[config.mk]
export PLATFORM = sky130hd
export DESIGN_NAME = dotv_top
export DESIGN_NICKNAME = d
export VERILOG_FILES = /design/src/dotv_pkg.sv /design/src/dotv_vec_store.sv /design/src/dotv_top.sv
export SDC_FILE = /design/constraint.sdc
export NUM_CORES = 1
export LEC_CHECK = 0
export ABC_AREA = 1
export BUFFER_PORTS_ARGS = -buffer_cell sky130_fd_sc_hd__buf_4
export CORE_UTILIZATION = 35
export DETAILED_ROUTE_END_ITERATION = 16
export PLACE_DENSITY_LB_ADDON = 0.2
export SETUP_SLACK_MARGIN = 0.4
export SLEW_MARGIN = 10
export SYNTH_ARGS = -nofsm -noshare
export SYNTH_HDL_FRONTEND = slang
export SYNTH_SLANG_ARGS = --single-unit
[constraint.sdc]
create_clock -name SYS_CLK_I -period 1.1 [get_ports SYS_CLK_I]
set_input_delay 0.11 -clock SYS_CLK_I [delete_from_list [all_inputs] [get_ports SYS_CLK_I]]
set_output_delay 0.11 -clock SYS_CLK_I [all_outputs]
set_load 0.02 [all_outputs]
[src/dotv_pkg.sv]
// Package with register layout, field positions and carrier types for the termination selector
package dotv_pkg;
    localparam logic [7:0] VEC_REG_OFFSET = 8'hB0;
    localparam logic [31:0] VEC_REG_RESET = 32'h0000_0000;
    localparam logic [15:0] REMAP_IDENTITY = 16'h8421;
    localparam logic [15:0] REMAP_RESET = 16'h8421;
    localparam int RANK_BYTE_W = 8;
    localparam int READ_NIB_LSB = 0;
    localparam int WRITE_NIB_LSB = 4;
    localparam int NIB_W = 4;

    typedef struct packed {
        logic valid;
        logic is_write;
        logic [1:0] rank;
    } dotv_access_type;

    typedef struct packed {
        logic wr;
        logic rd;
        logic [7:0] addr;
        logic [31:0] wdata;
    } dotv_cfg_req_type;
endpackage

[src/dotv_vec_store.sv]
// Register holding the four per-rank termination vectors
`timescale 1ns/100ps
module dotv_vec_store
(
    input wire logic clk_i,
    input wire logic rstn_i,
    input wire logic wr_i,
    input wire logic [31:0] wdata_i,
    output logic [31:0] vec_o
);
    logic [31:0] vec_ff;
    logic [31:0] nxt_vec;

    always_comb
    begin
        nxt_vec = vec_ff;
        if (wr_i)
        begin
            nxt_vec = wdata_i;
        end
    end

    always_ff @(posedge clk_i or negedge rstn_i)
    begin
        if (!rstn_i)
        begin
            vec_ff <= dotv_pkg::VEC_REG_RESET;
        end
        else
        begin
            vec_ff <= nxt_vec;
        end
    end

    assign vec_o = vec_ff;
endmodule // dotv_vec_store

[src/dotv_top.sv]
// Termination vector selector driving the odd chip-select lines of both channels
`timescale 1ns/100ps
module dotv_top
(
    input wire logic SYS_CLK_I,
    input wire logic RSTN_I,
    input wire dotv_pkg::dotv_cfg_req_type CFG_REQ_I,
    input wire dotv_pkg::dotv_access_type ACCESS_I,
    input wire logic DUAL_CHANNEL_I,
    input wire logic DDR2_MODE_I,
    input wire logic [15:0] CHIP_SELECT_REMAP_I,
    output logic [31:0] CFG_RDATA_O,
    output logic [3:0] CH0_TERM_O,
    output logic [3:0] CH1_TERM_O
);
    // Register bus side
    logic cfg_hit;
    logic cfg_wr;
    logic cfg_rd;
    logic [31:0] vec;
    logic [31:0] rdata_ff;
    logic [31:0] nxt_rdata;

    // Per-rank fields of the stored vector
    logic [3:0] rank0_read_term;
    logic [3:0] rank0_write_term;
    logic [3:0] rank2_read_term;
    logic [3:0] rank2_write_term;
    logic [3:0] rank4_read_term;
    logic [3:0] rank4_write_term;
    logic [3:0] rank6_read_term;
    logic [3:0] rank6_write_term;

    // Selection and the two channel outputs
    logic term_on;
    logic remap_direct;
    logic [3:0] nib;
    logic [3:0] phys;
    logic [3:0] ch0_ff;
    logic [3:0] nxt_ch0;
    logic [3:0] ch1_ff;
    logic [3:0] nxt_ch1;

    // Byte of a rank starts at eight times its index, write nibble above the read one
    function automatic logic [3:0] rank_nibble
    (
        input logic [31:0] v,
        input logic [1:0] rank,
        input logic is_write
    );
        int lsb;
        lsb = int'(rank) * dotv_pkg::RANK_BYTE_W;
        if (is_write)
        begin
            lsb = lsb + dotv_pkg::WRITE_NIB_LSB;
        end
        else
        begin
            lsb = lsb + dotv_pkg::READ_NIB_LSB;
        end
        return v[lsb +: dotv_pkg::NIB_W];
    endfunction

    // Nibble i of the remap word is the one-hot target of nibble bit i; targets
    // are ORed, so a malformed map may widen termination, and an all-zero target drops its set bit
    function automatic logic [3:0] remap_lines
    (
        input logic [3:0] n,
        input logic [15:0] map
    );
        logic [3:0] r;
        r = 4'h0;
        for (int i = 0; i < 4; i++)
        begin
            if (n[i])
            begin
                r = r | map[i*4 +: 4];
            end
        end
        return r;
    endfunction

    // Only the one offset is decoded; writes elsewhere are dropped
    assign cfg_hit = CFG_REQ_I.addr == dotv_pkg::VEC_REG_OFFSET;
    assign cfg_wr = CFG_REQ_I.wr && cfg_hit;
    assign cfg_rd = CFG_REQ_I.rd && cfg_hit;

    dotv_vec_store dotv_vec_store_i
    (
        .clk_i(SYS_CLK_I),
        .rstn_i(RSTN_I),
        .wr_i(cfg_wr),
        .wdata_i(CFG_REQ_I.wdata),
        .vec_o(vec)
    );

    // Read word stands one cycle and is zero otherwise, so no stale data lingers
    always_comb
    begin
        nxt_rdata = 32'h0000_0000;
        if (cfg_rd)
        begin
            nxt_rdata = vec;
        end
    end

    always_ff @(posedge SYS_CLK_I or negedge RSTN_I)
    begin
        if (!RSTN_I)
        begin
            rdata_ff <= 32'h0000_0000;
        end
        else
        begin
            rdata_ff <= nxt_rdata;
        end
    end

    assign rank0_read_term = rank_nibble(vec, 2'd0, 1'b0);
    assign rank0_write_term = rank_nibble(vec, 2'd0, 1'b1);
    assign rank2_read_term = rank_nibble(vec, 2'd1, 1'b0);
    assign rank2_write_term = rank_nibble(vec, 2'd1, 1'b1);
    assign rank4_read_term = rank_nibble(vec, 2'd2, 1'b0);
    assign rank4_write_term = rank_nibble(vec, 2'd2, 1'b1);
    assign rank6_read_term = rank_nibble(vec, 2'd3, 1'b0);
    assign rank6_write_term = rank_nibble(vec, 2'd3, 1'b1);

    // Termination only while an access is presented in DDR2 mode
    assign term_on = ACCESS_I.valid && DDR2_MODE_I;
    assign remap_direct = CHIP_SELECT_REMAP_I == dotv_pkg::REMAP_IDENTITY;

    // Rank index 0..3 stands for logical chip selects 0, 2, 4 and 6
    always_comb
    begin
        case ({ACCESS_I.is_write, ACCESS_I.rank})
            3'b000:
            begin
                nib = rank0_read_term;
            end
            3'b001:
            begin
                nib = rank2_read_term;
            end
            3'b010:
            begin
                nib = rank4_read_term;
            end
            3'b011:
            begin
                nib = rank6_read_term;
            end
            3'b100:
            begin
                nib = rank0_write_term;
            end
            3'b101:
            begin
                nib = rank2_write_term;
            end
            3'b110:
            begin
                nib = rank4_write_term;
            end
            3'b111:
            begin
                nib = rank6_write_term;
            end
            default:
            begin
                nib = 4'h0;
            end
        endcase
    end

    // Bits 3..0 stand for odd lines 7, 5, 3 and 1; remap is applied before the flops
    always_comb
    begin
        if (remap_direct)
        begin
            phys = nib;
        end
        else
        begin
            phys = remap_lines(nib, CHIP_SELECT_REMAP_I);
        end
    end

    // Channel 0 follows the access cycle by cycle, one clock late
    always_comb
    begin
        nxt_ch0 = 4'h0;
        if (term_on)
        begin
            nxt_ch0 = phys;
        end
    end

    always_ff @(posedge SYS_CLK_I or negedge RSTN_I)
    begin
        if (!RSTN_I)
        begin
            ch0_ff <= 4'h0;
        end
        else
        begin
            ch0_ff <= nxt_ch0;
        end
    end

    // Channel 1 held off in single-channel mode so an unused channel stays quiet
    always_comb
    begin
        nxt_ch1 = 4'h0;
        if (term_on && DUAL_CHANNEL_I)
        begin
            nxt_ch1 = phys;
        end
    end

    always_ff @(posedge SYS_CLK_I or negedge RSTN_I)
    begin
        if (!RSTN_I)
        begin
            ch1_ff <= 4'h0;
        end
        else
        begin
            ch1_ff <= nxt_ch1;
        end
    end

    assign CFG_RDATA_O = rdata_ff;
    assign CH0_TERM_O = ch0_ff;
    assign CH1_TERM_O = ch1_ff;
endmodule // dotv_top

==> key figures <==
Floorplan
  • Initial cell density of the core: 0.369
  • Chip Width: 93.5 um
  • Floorplan row count: 32
  • # IOs: 106
  • Die extent in y: 93.5 um
  • Core outline area: 7930 um^2
  • Die area: 8730 um^2

STA
  • Setup Skew: 6.69 ps
  • Accumulated negative setup slack: -1240 ps
  • Maximum clock frequency: 784 MHz
  • Final count of pins violating max slew: 0
  • Slew of the pin with the lowest slew margin: about 370 ps
  • Period utilisation layout: 1.16
  • Setup repair after global routing missed its margin: yes
  • Final setup violation count: 8
  • Time the final worst path needs with I/O delays and setup: 1280 ps
  • Hold Vio Cnt, Final: 0
  • Worst slew margin relative to its limit: 0.750
  • Setup WS post-layout: -175 ps

Power
  • Net Sw Frac: 0.260
  • Peak VDD IR: roughly 0.66 mV
  • Sw power: 1.42 mW
  • Sequential Power Share: 0.507
  • Cell internal pwr: a little over 4 mW
  • PD cells: roughly 990 nW/um^2
  • Clock power share: 0.342
  • Logic pwr share: 0.151
  • Lkg Pwr: 2.72 nW

Synth
  • YS warnings: 0
  • Number of storage elements in the synthesis netlist: 72
  • Number of nets produced by synthesis: 386
  • Area of the mapped netlist: 2930 um^2
  • Largest cells by area after synthesis: sky130_fd_sc_hd__dfrtp_1 62%, sky130_fd_sc_hd__nor2_1 11%, sky130_fd_sc_hd__a21oi_1 5.5%
  • Number of cells produced by synthesis: 320
  • Post-synth top area cell: sky130_fd_sc_hd__dfrtp_1
  • Fraction of synthesized cell area taken by the top area cell type: 0.615
  • Count of unique library cells instantiated by Yosys: 19
  • Post-synthesis sequential area ratio: 0.615
  • Average cell area after synthesis: 9.15 um^2

Worst setup path
  • List of cells traversed by the critical path: o21ai_1, inv_1, nor2_1, nand2_2, nand3_1, nand3_1, nor2_2, nor2_1
  • Type of the setup path with the least slack: reg2reg
  • Required time of the worst setup path: 1320 ps
  • Worst setup path startpoint: dotv_vec_store_i.vec_o[4]
  • Largest stage delay, worst path: 390 ps
  • Biggest fanout along the worst timing path: 4
  • Slowest stage cell on the critical path: sky130_fd_sc_hd__dfrtp_1
  • Startpoint type of the worst setup path: flop
  • R2R Path Start: dotv_vec_store_i.vec_o[4]
  • Capturing element type of the critical path: flop
  • WP data arrival: 1500 ps

Clocking
  • Clock latency reported for the late side of the worst-skew pair: 340 ps
  • CTS root buf: sky130_fd_sc_hd__clkbuf_8
  • Clock slew at reported path FFs: 70 ps
  • CTS H-tree depth: 3
  • CTS buffer count: 9
  • Clock Tree Buf Depth: 2
  • CTS tree: yes
  • Clock net sink count: 72

Drt
  • Number of DRC markers after the initial detailed-route iteration: 189
  • Routed wire per std cell: 16.6 um
  • Post-route DRC violation count: 0
  • Total vias in the final route: 2,780
  • DR pass1 iterations: 4
  • Routed Wire Length: 9400 um
  • Remaining number of nets flagged by the antenna check after routing: 0
  • Total length of routed met2 wires: 4670 um
  • Highest metal layer used by the detailed router: met4
  • Mean number of vias per cell: 4.90
  • Total met3 wirelength after detailed routing: between 500 and 600 um
  • Met1 Wirelength: approximately 4000 um

Worst hold path
  • Startpoint of the lowest-slack hold path: CFG_REQ_I[10]
  • Hold WC Path Type: in2reg

Global routing
  • Vias in the first global route: between 2,000 and 3,000
  • Maximum number of pins on one net before global-route repair: 73
  • Initial antenna violation count: 0
  • Total gr overflow: 0
  • Overall routing resource usage: 0.223
  • Global-route wire length before repair: about 14,000 um

Placed design
  • Port Buffer Count: 105
  • Global placer's final weighted congestion: 0.817
  • Total half-perimeter wirelength after legalization and detailed placement: 5290 um
  • Number of placed instances with taps included: about 530

Layout
  • Share of cells above drive strength 1: 0.600
  • Top library cells by usage in the layout, fill and taps aside: 72 x sky130_fd_sc_hd__dfrtp_1, 72 x sky130_fd_sc_hd__buf_4, 65 x sky130_fd_sc_hd__nor2_4
  • Nets: 527
  • Synthesis-to-finish area growth: 87.6%
  • ANT cells: 0
  • Layout Cells excl Fill: around 570

Flow run
  • Number of maximum-capacitance constraint violations: 0

Run status
  • Outcome: finished, violations left
  • Violations in the final reports: negative setup slack
cell families (layout without fill, tap and decap cells):
| logic type | after synthesis | in the layout | synth area share |
|---|---|---|---|
| flip-flops | 72 | 72 | 0.615 |
| AO/OA/AOI/OAI | 35 | 35 | 0.0598 |
| AND/OR/NAND/NOR | 159 | 159 | 0.246 |
| buffers and inverters | 54 | 199 | 0.0791 |
worst max-delay path: cells and delay by family (launching register included):
| family | cells | cell delay [ps] |
|---|---|---|
| simple gates | 6 | 580 |
| compound gates | 1 | 140 |
| buf+inv | 1 | 50 |
| flops | 1 | 390 |
power groups by stage:
stage	logic, mW	registers (mW)	clock network (mW)
floorplan	0.254	2.82	0
global placement	0.626	2.81	0
detailed placement	0.632	2.81	0
CTS	0.754	2.77	1.90
global route	0.895	2.77	2.03
finish	0.821	2.77	1.87
Yosys cell counts, drive strengths merged:
| cell | count |
|---|---|
| nand3 | 20 |
| nand4 | 24 |
| inv | 39 |
| nor2 | 85 |
| nor4 | 1 |
| a21oi | 32 |
| o21ai | 3 |
| clkbuf | 5 |
| dfrtp | 72 |
| nor3b | 1 |
| buf | 10 |
| nand2 | 24 |
| and3 | 4 |
registers in the layout, indices dropped and copies added (netlist names):
| register | cells |
|---|---|
| CFG_RDATA_O | 32 |
| dotv_vec_store_i.vec_o | 32 |
| CH0_TERM_O | 4 |
| CH1_TERM_O | 4 |
repair_timing:
action                                 in CTS  in global routing
hold buffers                                1                  2
setup endpoints to repair                 112                120
pin swaps                                  29                 24
gates cloned                                9                  4
buffers inserted                            7                  2
endpoints found under the hold margin      72                  2
gates resized for setup                   201                 47
per-layer routing:
metal,up-vias,GRT usage
met1,1341,0.290
met4,0,0.0974
li1,1326,-
met3,15,0.0585
met2,98,0.350
met5,-,0
per-stage QoR:
| stage | hold WS (ps) | total power, mW | util | setup WS [ps] | cell area [um^2] |
|---|---|---|---|---|---|
| after floorplan | -186 | 3.07 | - | 5.59 | 3050 |
| after global placement | 150 | 3.44 | 0.503 | -201 | 3990 |
| after detailed placement | 154 | 3.45 | 0.503 | -227 | 3990 |
| after CTS | 2.87 | 5.42 | 0.654 | -183 | 5180 |
| after global routing | 1.68 | 5.70 | 0.693 | -282 | 5490 |
| final | 12.0 | 5.45 | 0.693 | -175 | 5490 |
area by class of cell:
cell class              instances  area, um^2
clock buffers                  12         155
fillers                       576        2440
flip-flops and latches         72        1800
repair buffers                145        1640
well taps                     102         128
clock inverters                 3        17.5
multi-input cells             194        1610
inverters                      39         149
path summary, 6_finish.rpt:
path                                               to  slack (ps)  cells past startpoint
max                                     CH1_TERM_O[1]        -180                      8
min                        dotv_vec_store_i.vec_o[10]          10                      3
max reg2reg                             CH1_TERM_O[1]        -180                      8
min reg2reg                           CFG_RDATA_O[19]         570                      2
max in group asynchronous              CFG_RDATA_O[4]         460                      3
min in group asynchronous              CFG_RDATA_O[2]         320                      3
Note: power is estimated with default switching activity, not from simulation.
